<file path="src/hdl/msync_pkg.sv">
// How it works
// - The reference pin is sampled by clk_sys, the converter clock over 4.
// - Skip count zero: the first sampled rising edge after arming syncs.
// - After arming, skip-count edges are dropped; the next edge syncs.
// - Subclass 1: edges off the multiframe clock after sync raise jitter.
// - Window is bits 5:0, low two bits ignored; zero means half a cycle.
// - Arming drops link sync requests; rotation done raises them again.
// - Subclass comes from bits 7:5 of 0x458; only 0 and 1 are supported.
// - Subclass 0 needs no reference activity; both channels stay aligned.
// - Each local multiframe clock lags the aligned one by the delay.
// - Receive buffer holds data for the release delay plus one cycle, 1 to 13 cycles.
// - Frame clocks per processing cycle equal 4 over octets per frame.
// - Rotation done flag sets on sync and holds until a new sync request.
// - Subclass 0 aligns on an internal processing clock edge instead.
package msync_pkg;
  localparam int          NUM_LINKS      = 2;
  localparam int          ADDR_W         = 12;
  localparam int          PH_W           = 7;
  localparam int          REL_MAX        = 12;
  localparam int          FRAMES_PER_MF  = 32;
  localparam int          OCTETS_PER_PCLK = 4;

  localparam logic [11:0] ADDR_SKIP      = 12'h036;
  localparam logic [11:0] ADDR_WINDOW    = 12'h039;
  localparam logic [11:0] ADDR_ONESHOT   = 12'h03a;
  localparam logic [11:0] ADDR_SYNC_EN   = 12'h03b;
  localparam logic [11:0] ADDR_LMF_DELAY = 12'h304;
  localparam logic [11:0] ADDR_REL_DELAY = 12'h306;
  localparam logic [11:0] ADDR_SUBCLASS  = 12'h458;

  localparam int          ARM_BIT        = 1;
  localparam int          DONE_BIT       = 4;
  localparam int          JITTER_BIT     = 5;
  localparam int          EN_BIT         = 0;
  localparam int          RAMP_BIT       = 1;
  localparam int          SC_LSB         = 5;
  localparam int          SC_MSB         = 7;
  localparam int          WIN_LSB        = 2;
  localparam int          WIN_MSB        = 5;
  localparam logic [2:0]  SUBCLASS_1     = 3'h1;
  localparam logic [7:0]  REG_RESET      = 8'h00;
  localparam logic [7:0]  DELAY_CAP      = 8'h0c;

  typedef enum logic [1:0] {
    SYNC_IDLE  = 2'b00,
    SYNC_ARMED = 2'b01,
    SYNC_DONE  = 2'b11
  } sync_state_t;
endpackage

</file>
<file path="src/hdl/ref_sync2.sv">
`timescale 1ns/1ps
module ref_sync2 (
  // Clock and reset
  input  wire logic clk_sys,
  input  wire logic resetn,
  // Asynchronous level in, synchronised level out
  input  wire logic async_in,
  output logic      sync_out
);
  logic meta_r;

  always_ff @(posedge clk_sys or negedge resetn) begin
    if (!resetn) begin
      meta_r   <= 1'b0;
      sync_out <= 1'b0;
    end else begin
      meta_r   <= async_in;
      sync_out <= meta_r;
    end
  end
endmodule // ref_sync2

</file>
<file path="src/hdl/release_delay.sv">
`timescale 1ns/1ps
module release_delay
  import msync_pkg::*;
(
  // Clock and reset
  input  wire logic       clk_sys,
  input  wire logic       resetn,
  // Delay setting and data-ready strobe
  input  wire logic [3:0] delay_sel,
  input  wire logic       ready_in,
  // Delayed ready, taken from a register
  output logic            release_out
);
  // Tap k holds ready_in delayed by k+1 cycles; tap selection plus the
  // output register gives exactly delay_sel+1 cycles from input to output.
  logic [REL_MAX-1:0] taps_r;

  always_ff @(posedge clk_sys or negedge resetn) begin
    if (!resetn) begin
      taps_r      <= '0;
      release_out <= 1'b0;
    end else begin
      taps_r <= {taps_r[REL_MAX-2:0], ready_in};
      if (delay_sel == 4'h0) begin
        release_out <= ready_in;
      end else begin
        release_out <= taps_r[delay_sel - 4'h1];
      end
    end
  end
endmodule // release_delay

</file>
<file path="src/hdl/multiframe_sync_latency_ctrl.sv">
`timescale 1ns/1ps
module multiframe_sync_latency_ctrl
  import msync_pkg::*;
(
  // Clock and reset; clk_sys is the converter clock divided by 4
  input  wire logic                 clk_sys,
  input  wire logic                 resetn,
  // Register port
  input  wire logic                 reg_wr,
  input  wire logic                 reg_rd,
  input  wire logic [ADDR_W-1:0]    reg_addr,
  input  wire logic [7:0]           reg_wdata,
  output logic      [7:0]           reg_rdata,
  output logic                      reg_rvalid,
  // Alignment reference pin and link mode
  input  wire logic                 sysref_in,
  input  wire logic [3:0]           octets_per_frame,
  input  wire logic                 rx_data_ready,
  // Link side outputs
  output logic [NUM_LINKS-1:0]      link_sync_request_out_n,
  output logic [NUM_LINKS-1:0]      per_link_frame_clock_delay,
  output logic                      aligned_mf_clock,
  output logic                      alignment_jitter_irq,
  output logic                      datapath_ramp,
  output logic                      buffer_release
);

  typedef struct packed {
    logic [7:0]           skip;
    logic [7:0]           window;
    logic                 arm;
    logic                 done;
    logic                 jitter;
    logic [7:0]           sync_en;
    logic [7:0]           lmf_delay;
    logic [7:0]           rel_delay;
    logic [7:0]           subclass_reg;
    sync_state_t          state;
    logic [7:0]           skip_left;
    logic [PH_W-1:0]      phase;
    logic                 ref_prev;
    logic [7:0]           rdata;
    logic                 rvalid;
    logic [NUM_LINKS-1:0] link_n;
    logic [NUM_LINKS-1:0] local_mf;
    logic                 mf;
  } state_t;

  state_t st_r;
  state_t st_nxt;

  logic       ref_s;
  logic [3:0] rel_sel;

  // The reference pin is asynchronous to clk_sys and is synchronised.
  ref_sync2 u_ref_sync (
    .clk_sys  (clk_sys),
    .resetn   (resetn),
    .async_in (sysref_in),
    .sync_out (ref_s)
  );

  // Oversized settings are clamped, so a bad write cannot index past the
  // delay line; keeping it in range is still software's job.
  assign rel_sel = (st_r.rel_delay > DELAY_CAP) ? DELAY_CAP[3:0]
                                                : st_r.rel_delay[3:0];

  release_delay u_release (
    .clk_sys     (clk_sys),
    .resetn      (resetn),
    .delay_sel   (rel_sel),
    .ready_in    (rx_data_ready),
    .release_out (buffer_release)
  );

  logic            subclass1;
  logic [PH_W-1:0] period;
  logic [PH_W-1:0] last_phase;
  logic [PH_W-1:0] dev;
  logic [PH_W-1:0] dev_alt;
  logic            ref_edge;
  logic            align_evt;
  logic            arm_rise;
  logic            wr_oneshot;

  always_comb begin
    st_nxt     = st_r;
    subclass1  = (st_r.subclass_reg[SC_MSB:SC_LSB] == SUBCLASS_1);
    // Cycles per multiframe = frames per multiframe / (4 / F).
    period     = PH_W'((FRAMES_PER_MF / OCTETS_PER_PCLK)
                       * int'(octets_per_frame));
    last_phase = period - PH_W'(1);
    ref_edge   = ref_s & ~st_r.ref_prev;
    // Subclass 0 (and unsupported codes) align on the internal clock edge.
    align_evt  = subclass1 ? ref_edge : 1'b1;
    wr_oneshot = reg_wr && (reg_addr == ADDR_ONESHOT);
    arm_rise   = wr_oneshot && reg_wdata[ARM_BIT] && !st_r.arm
                 && st_r.sync_en[EN_BIT];
    dev        = st_r.phase;
    dev_alt    = period - st_r.phase;

    st_nxt.ref_prev = ref_s;
    st_nxt.rvalid   = reg_rd;
    st_nxt.rdata    = REG_RESET;

    // Free-running multiframe phase counter.
    if (st_r.phase >= last_phase) begin
      st_nxt.phase = '0;
    end else begin
      st_nxt.phase = st_r.phase + PH_W'(1);
    end

    // Register writes.
    if (reg_wr) begin
      case (reg_addr)
        ADDR_SKIP:      st_nxt.skip         = reg_wdata;
        ADDR_WINDOW:    st_nxt.window       = reg_wdata;
        ADDR_ONESHOT:   st_nxt.arm          = reg_wdata[ARM_BIT];
        ADDR_SYNC_EN:   st_nxt.sync_en      = reg_wdata;
        ADDR_LMF_DELAY: st_nxt.lmf_delay    = reg_wdata;
        ADDR_REL_DELAY: st_nxt.rel_delay    = reg_wdata;
        ADDR_SUBCLASS:  st_nxt.subclass_reg = reg_wdata;
        default:        st_nxt.arm          = st_r.arm;
      endcase
    end

    // One-shot sync sequencer.
    case (st_r.state)
      SYNC_IDLE, SYNC_DONE: begin
        if (arm_rise) begin
          st_nxt.state     = SYNC_ARMED;
          st_nxt.done      = 1'b0;
          st_nxt.jitter    = 1'b0;
          st_nxt.skip_left = st_r.skip;
          st_nxt.link_n    = '0;
        end else if (st_r.state == SYNC_DONE && subclass1 && ref_edge) begin
          // Deviation in divided-clock units, nearest multiframe boundary.
          if (dev_alt < dev) begin
            dev = dev_alt;
          end
          if (dev > PH_W'(st_r.window[WIN_MSB:WIN_LSB])) begin
            st_nxt.jitter = 1'b1;
          end
        end
      end
      SYNC_ARMED: begin
        if (!st_r.sync_en[EN_BIT] ||
            (wr_oneshot && !reg_wdata[ARM_BIT])) begin
          st_nxt.state  = SYNC_IDLE;
        end else if (align_evt) begin
          if (subclass1 && st_r.skip_left != 8'h00) begin
            st_nxt.skip_left = st_r.skip_left - 8'h01;
          end else begin
            // Reload so the next wrap lands one multiframe after this edge.
            st_nxt.phase  = PH_W'(1);
            st_nxt.state  = SYNC_DONE;
            st_nxt.done   = 1'b1;
            st_nxt.link_n = '1;
          end
        end
      end
      default: st_nxt.state = SYNC_IDLE;
    endcase

    // Multiframe clocks: aligned one at phase zero, local ones delayed.
    st_nxt.mf = (st_nxt.phase == '0);
    for (int i = 0; i < NUM_LINKS; i++) begin
      st_nxt.local_mf[i] = (st_nxt.phase ==
                            st_r.lmf_delay[PH_W-1:0]);
    end

    // Register reads answer one cycle later; unmapped addresses read zero.
    if (reg_rd) begin
      case (reg_addr)
        ADDR_SKIP:      st_nxt.rdata = st_r.skip;
        ADDR_WINDOW:    st_nxt.rdata = st_r.window;
        ADDR_ONESHOT: begin
          st_nxt.rdata[ARM_BIT]    = st_r.arm;
          st_nxt.rdata[DONE_BIT]   = st_r.done;
          st_nxt.rdata[JITTER_BIT] = st_r.jitter;
        end
        ADDR_SYNC_EN:   st_nxt.rdata = st_r.sync_en;
        ADDR_LMF_DELAY: st_nxt.rdata = st_r.lmf_delay;
        ADDR_REL_DELAY: st_nxt.rdata = st_r.rel_delay;
        ADDR_SUBCLASS:  st_nxt.rdata = st_r.subclass_reg;
        default:        st_nxt.rdata = REG_RESET;
      endcase
    end
  end

  always_ff @(posedge clk_sys or negedge resetn) begin
    if (!resetn) begin
      st_r <= '{skip: REG_RESET, window: REG_RESET, arm: 1'b0, done: 1'b0,
                jitter: 1'b0, sync_en: REG_RESET, lmf_delay: REG_RESET,
                rel_delay: REG_RESET, subclass_reg: REG_RESET,
                state: SYNC_IDLE, skip_left: REG_RESET, phase: '0,
                ref_prev: 1'b0, rdata: REG_RESET, rvalid: 1'b0,
                link_n: '1, local_mf: '0, mf: 1'b0};
    end else begin
      st_r <= st_nxt;
    end
  end

  assign reg_rdata                  = st_r.rdata;
  assign reg_rvalid                 = st_r.rvalid;
  assign link_sync_request_out_n    = st_r.link_n;
  assign per_link_frame_clock_delay = st_r.local_mf;
  assign aligned_mf_clock           = st_r.mf;
  assign alignment_jitter_irq       = st_r.jitter;
  assign datapath_ramp              = st_r.sync_en[RAMP_BIT];

endmodule // multiframe_sync_latency_ctrl

</file>
<file path="config.mk">
export PLATFORM = sky130hd
export DESIGN_NAME = multiframe_sync_latency_ctrl
export DESIGN_NICKNAME = d
export VERILOG_FILES = /design/src/hdl/msync_pkg.sv /design/src/hdl/ref_sync2.sv /design/src/hdl/release_delay.sv /design/src/hdl/multiframe_sync_latency_ctrl.sv
export SDC_FILE = /design/constraint.sdc
export NUM_CORES = 1
export LEC_CHECK = 0
export BUFFER_PORTS_ARGS = -buffer_cell sky130_fd_sc_hd__buf_2
export CORE_UTILIZATION = 41
export CTS_CLUSTER_SIZE = 24
export DETAILED_ROUTE_END_ITERATION = 16
export GPL_TIMING_DRIVEN = 0
export PLACE_DENSITY = 0.65
export SETUP_SLACK_MARGIN = 0.1
export SLEW_MARGIN = 20
export SYNTH_ARGS = -nofsm -noshare
export SYNTH_HDL_FRONTEND = slang
export SYNTH_SLANG_ARGS = --single-unit
</file>
<file path="constraint.sdc">
create_clock -name clk_sys -period 4 [get_ports clk_sys]
set_input_delay 0.4 -clock clk_sys [delete_from_list [all_inputs] [get_ports clk_sys]]
set_output_delay 0.4 -clock clk_sys [all_outputs]
set_load 0.01 [all_outputs]
</file>
Word-level counts from Yosys, hierarchy flattened
Cells that the tools add are included.
{"block": "totals", "register_bits": 97, "in_bits": 30}
{"block": "classes", "n_mux": 38, "addsub": 5, "n_reduce_logical": 31, "magnitude_cmp": 5, "n_eq_ne": 18, "bitwise_logic": 2}
{"op": "$mux 7", "n": 7}
{"op": "$eq 12x6->1 const B", "n": 4}
{"op": "$eq 12x10->1 const B", "n": 2}
{"op": "$pmux 2 s6", "n": 2}
{"op": "$mux 17", "n": 1}
{"op": "$mux 8", "n": 2}
{"op": "$pmux 8 s2", "n": 1}
{"op": "$mux 15", "n": 1}
{"op": "$pmux 2 s7", "n": 1}
{"op": "$reduce_and 2->1", "n": 7}
{"op": "$eq 12x11->1 const B", "n": 1}
{"op": "$mux 1", "n": 10}
{"op": "$mux 10", "n": 1}
{"op": "$mux 2", "n": 5}
{"op": "$ne 2x2->1 const B", "n": 5}
{"op": "$reduce_and 5->1", "n": 2}
{"op": "$gt 8x4->1 const B", "n": 1}
{"op": "$logic_and 1x1->1", "n": 8}
{"op": "$pmux 2 s2", "n": 2}
{"op": "$reduce_bool 8->1", "n": 1}
{"op": "$sub 8x1->8 const B", "n": 1}
{"op": "$add 7x1->7 const B", "n": 1}
{"op": "$eq 7x7->1", "n": 1}
{"op": "$ge 7x7->1", "n": 1}
{"op": "25 further kinds", "n": 31}

Logic depth before layout (Yosys ltp)
{"block": "depth", "word_depth": 11, "depth_mapped": 18, "ltp_nobuf": 17}

By module
From an unflattened synthesis, not the netlist that was laid out.
{"block": "unflattened", "hier_cells": 494, "area_unflattened_um2": 5407.7}
{"module": "multiframe_sync_latency_ctrl", "cells_each": 453, "area_per_inst_um2": 4818.4, "instances": 1}
{"module": "release_delay", "cells_each": 39, "area_per_inst_um2": 539.3, "instances": 1}
{"module": "ref_sync2", "cells_each": 2, "area_per_inst_um2": 50.0, "instances": 1}

Worst setup path before layout
No wires, ideal clock.
{"block": "synth_timing", "kind": "register -> register", "startpoint": "register st_r[15] (netlist bit)", "endpoint": "register st_r (netlist bit alignment_jitter_irq)", "setup_slack_ns": 0.548, "required_time_ns": 3.872, "stages_incl_launch_ff": 19, "period_less_slack_ns": 3.452, "arrival_ns": 3.323, "path_cell_list": "dfrtp_1 -> clkbuf_1 -> inv_1 -> ha_1 -> a31oi_1 -> xnor2_1 -> ha_1 -> a21oi_1 -> a21boi_0 -> o21a_1 -> nor2_1 -> mux2i_1 -> ha_1 -> nor2b_1 -> o21a_1 -> o21ai_0 -> a21oi_1 -> o21ai_0 -> o31ai_1"}
{"block": "synth_via", "elab_chain_cells": 9}
{"element": "start, declared", "line_no": "multiframe_sync_latency_ctrl.sv:49", "source": "state_t st_r;"}
{"element": "start signal, assigned", "line_no": "multiframe_sync_latency_ctrl.sv:193", "source": "st_r <= '{skip: REG_RESET, window: REG_RESET, arm: 1'b0, done: 1'b0,"}
{"element": "start signal, assigned", "line_no": "multiframe_sync_latency_ctrl.sv:200", "source": "st_r <= st_nxt;"}
{"element": "$sub 7x7->7", "line_no": "multiframe_sync_latency_ctrl.sv:100", "source": "dev_alt = period - st_r.phase;"}
{"element": "$lt 7x7->1", "line_no": "multiframe_sync_latency_ctrl.sv:138", "source": "if (dev_alt < dev) begin"}
{"element": "$mux 7 (*)", "line_no": "multiframe_sync_latency_ctrl.sv:138"}
{"element": "$mux 7 (*)", "line_no": "multiframe_sync_latency_ctrl.sv:136", "source": "end else if (st_r.state == SYNC_DONE && subclass1 && ref_edge) begin"}
{"element": "$mux 7 (*)", "line_no": "multiframe_sync_latency_ctrl.sv:130", "source": "if (arm_rise) begin"}
{"element": "$mux 7 (*)", "line_no": "multiframe_sync_latency_ctrl.sv:128", "source": "case (st_r.state)"}
{"element": "$gt 7x4->1 (*)", "line_no": "multiframe_sync_latency_ctrl.sv:141", "source": "if (dev > PH_W'(st_r.window[WIN_MSB:WIN_LSB])) begin"}
{"element": "$reduce_bool 2->1 (no line) (*)"}
{"element": "$reduce_and 3->1 (no line) (*)"}
Every way passes the cells marked *; elsewhere a longest branch is shown, timed or not. The select of a mux whose other input is x is not followed.
A chain may end at the register's enable or synchronous reset.

Worst setup path in the final report
{"block": "layout_timing", "startpoint": "register st_r[18] (netlist bit)", "endpoint": "register st_r (netlist bit alignment_jitter_irq)"}
Same word-level chain as after synthesis.

==> summary.txt <==
CTS
  – Clock Latency Late Sink: 0.35 ns
  – Sinks on the clock net: 96
  – H-tree levels: 3
  – CTS tree: done
  – Maximum root-to-sink buffer count: 2
  – Clock transition at the registers of the reported paths: 0.07 ns
  – CTS buffer count: 9
  – Root Driver: clkbuf_16

Yosys
  – Sequential share of the synthesized area: 43.94%
  – Top cells by area, synth: dfrtp_1 (43%), mux2_2 (11%), ha_1 (5.9%)
  – Synthesized area per cell: 10.66 um2
  – YS warnings: 0
  – Synth cell types: 70
  – Post-synth EDFFs: 0
  – Yosys top cell by area: dfrtp_1
  – Ys flop type: dfrtp_1
  – Mapped Area: 5470 um2
  – Top-count cell post-synth: dfrtp_1
  – Syn Inst Count: 513
  – FFs w/ async S/R, synth: 100.0%
  – Synthesized flop and latch total: 96
  – Synthesized Nets: 569
  – Post-synth top cells: dfrtp_1 (95), mux2_2 (54), nor2_1 (32)
  – Top cell type's share of synthesized area: 43.46%

Routing
  – Drt wl/cell: 16.91 um
  – Drt drc: 0
  – Length of the first detailed-routing pass in iterations: 7
  – Via count: 4,110
  – Antenna-violating nets left: 0
  – Drt total wl: 12.61 mm
  – Initial DRC count: 259
  – Drt via density: 5.509

Floorplan
  – Row cnt: 41
  – DIE AREA: 13,810 um2
  – Core footprint: 12,820 um2
  – I/O pin cnt: 47
  – Initial Utilization: 42.65%
  – Chip width: 117.5 um
  – DIE HEIGHT: 117.5 um

Timing
  – Setup TNS: 0 ns
  – Final Skew: 0.007268 ns
  – Post-route clock period utilization: 89.56%
  – Normalized max-slew margin: 33.36%
  – Hold slack: 0.1554 ns
  – Final setup fails: 0
  – Worst slew pin tran: 0.9913 ns
  – RSZ-0062 raised after global routing: no
  – Final max-slew violation count: 0
  – Worst setup margin: 0.4177 ns
  – Final hold vios: 0
  – Fin crit period: 3.582 ns
  – Max Freq: 279.1 MHz

Global route
  – Largest net degree at the start of global routing: 82
  – Vias in the first global route: 4,057
  – Initial antenna violation count: 0
  – Gr ovfl total: 0
  – Total GRT Usage: 19.21%
  – First-pass GRT wire length: 20.73 mm

Final layout
  – N_diodes: 0
  – Nets@finish: 625
  – Final Core Density: 48.60%
  – Layout area overhead: 13.93%
  – Share of layout cells above drive strength 1: 26.31%

Critical path
  – Cells on worst reg2reg path: 17
  – Worst path slowest cell: dfrtp_2
  – Crit path to: alignment_jitter_irq
  – Critical path's largest stage delay: 0.45 ns
  – CP bufs+invs: 1
  – CP top delay family: compound AO/OA/AOI/OAI gates
  – Worst setup EP type: register
  – Crit-path cells: inv_1, ha_1, a21o_1, a21oi_1, xnor2_1, ha_1, a21boi_0, o21a_1, nor2_2, mux2i_1, ha_1, nor2b_1, o21a_1, o21ai_0, a21oi_1, o21ai_0, o31ai_1
  – Crit path required time: 4.22 ns
  – Critical Path Most Common Cell: ha_1
  – CP startpoint kind: register
  – Worst r2r dst: alignment_jitter_irq
  – CP Depth: 17
  – Critical R2R Launch: st_r[18]
  – Flop2flop setup slack: 0.42 ns
  – Kind of critical path: register to register
  – Critical-path maximum fanout: 5
  – CP startpoint: st_r[18]
  – Worst EP arrival: 3.81 ns

Power and ir drop
  – Leak Pwr: 2.863 nW
  – Sw Pwr: 0.0009931 W
  – Power Total: 0.002850 W
  – Sequential Power Share: 37.8%
  – Switching share of power: 34.85%
  – Clock power frac: 27.5%
  – Comb pwr share: 34.7%
  – Design internal power: 0.001857 W
  – Power per cell area: 457.3 nW/um2
  – VDD IR max: 244.1 uV

Placement
  – Hpwl dp: 9.442 mm
  – RePlAce Congestion: 0.8827
  – Port buffer count: 43
  – Pre-CTS WS: 0.1011 ns

Job
  – Max-cap violations: 0

Min path
  – Worst Hold Class: input pin to register

Status
  – Outcome: completed
-- how the worst min path moves through the flow --
stage                            startpoint                  end  slack (ns)  depth (start not counted)
after floorplan                      resetn     aligned_mf_clock        0.10                          0
after CTS                         sysref_in    u_ref_sync.meta_r        0.15                          1
final                             sysref_in    u_ref_sync.meta_r        0.16                          1
after global placement    u_ref_sync.meta_r  u_ref_sync.sync_out        0.33                          0
after detailed placement             resetn         reg_rdata[4]        0.25                          1
after global routing              sysref_in    u_ref_sync.meta_r        0.16                          1
-- metal layers --
layer	up-vias	GRT usage, %	share of wire (%)	routed length, um
met1	2038	26.76	48	6019
met4	0	9.455	2.6	325
met5	-	0	0	0
met3	20	2.229	2.7	342
met2	74	29.70	47	5924
li1	1978	-	-	-
-- what timing repair did --
action                                 4_1_cts  5_1_grt
endpoints found under the hold margin       14        0
resized for setup                            1        6
setup endpoints to repair                    1        1
hold buffers                                 1        0
setup buffers                                0        0
-- flip-flops by register name, summed over array words and instances (netlist names) --
name                        cells
st_r                           67
u_ref_sync.sync_out             1
u_release.taps_r               12
per_link_frame_clock_delay      1
reg_rdata                       8
datapath_ramp                   1
u_release.release_out           1
alignment_jitter_irq            1
reg_rvalid                      1
link_sync_request_out_n         1
aligned_mf_clock                1
u_ref_sync.meta_r               1
-- logic make-up (layout without fill, tap and decap cells) --
| kind of cell | count (synthesis) | count (layout) | synth area share, % |
|---|---|---|---|
| flip-flops | 96 | 96 | 43.94 |
| buffers and inverters | 56 | 117 | 4.849 |
| adder cells (fa/ha/maj) | 26 | 26 | 5.947 |
| XOR/XNOR | 19 | 19 | 3.042 |
| AO/OA/AOI/OAI | 110 | 110 | 14.41 |
| multiplexers | 62 | 62 | 13.29 |
| AND/OR/NAND/NOR | 144 | 144 | 14.52 |
-- placed cells by master (no fill, tap or decap), drive strengths merged, types with 3 or more instances in the layout --
cell      n
a2111oi   3
a211oi    5
a21boi    6
a21oi    22
a221oi    5
a22o      5
a22oi    10
a31oi     5
and2      3
and3      5
and4      3
buf      60
clkbuf   25
clkinv    6
dfrtp    95
ha       26
inv      24
mux2     55
mux2i     4
mux4      3
nand2    30
nand2b    8
nand3    10
nand3b    3
nand4     5
nor2     32
nor2b     8
nor3     15
nor4     10
o21a      5
o21ai    19
o31ai     9
or4       3
xnor2    15
xor2      4
-- cell type report --
type | count | area, um2
clock inverters | 6 | 36.28
inverters | 25 | 93.84
clock buffers | 10 | 229.0
repair buffers | 45 | 259.0
flip-flops and latches | 96 | 2405
multi-input cells | 361 | 2821
fillers | 1213 | 6593
plain buffers | 31 | 172.7
well taps | 172 | 215.2
-- per-stage QoR --
stage	instance area, um2	std cells
3_5_place_dp	5934	729
2_1_floorplan	5470	513
3_3_place_gp	5901	728
6_report	6232	746
4_1_cts	6211	746
5_1_grt	6232	746
-- worst reg2reg max path: stages (launching register included) --
cell,delay (ns)
dfrtp_2,0.45
inv_1,0.14
ha_1,0.32
a21o_1,0.19
a21oi_1,0.16
xnor2_1,0.18
ha_1,0.28
a21boi_0,0.13
o21a_1,0.23
nor2_2,0.15
mux2i_1,0.20
ha_1,0.26
nor2b_1,0.14
o21a_1,0.15
o21ai_0,0.15
a21oi_1,0.08
o21ai_0,0.15
o31ai_1,0.10
-- power by group through the flow --
stage                     logic (W)  registers, W  clock network [W]
after global placement     0.000914       0.00109                  0
after CTS                  0.000959       0.00108           0.000799
after global routing        0.00111       0.00109           0.000838
after floorplan            0.000724       0.00108                  0
final                      0.000989       0.00108           0.000783
after detailed placement   0.000950       0.00109                  0
(Power assumes the default switching activity.)
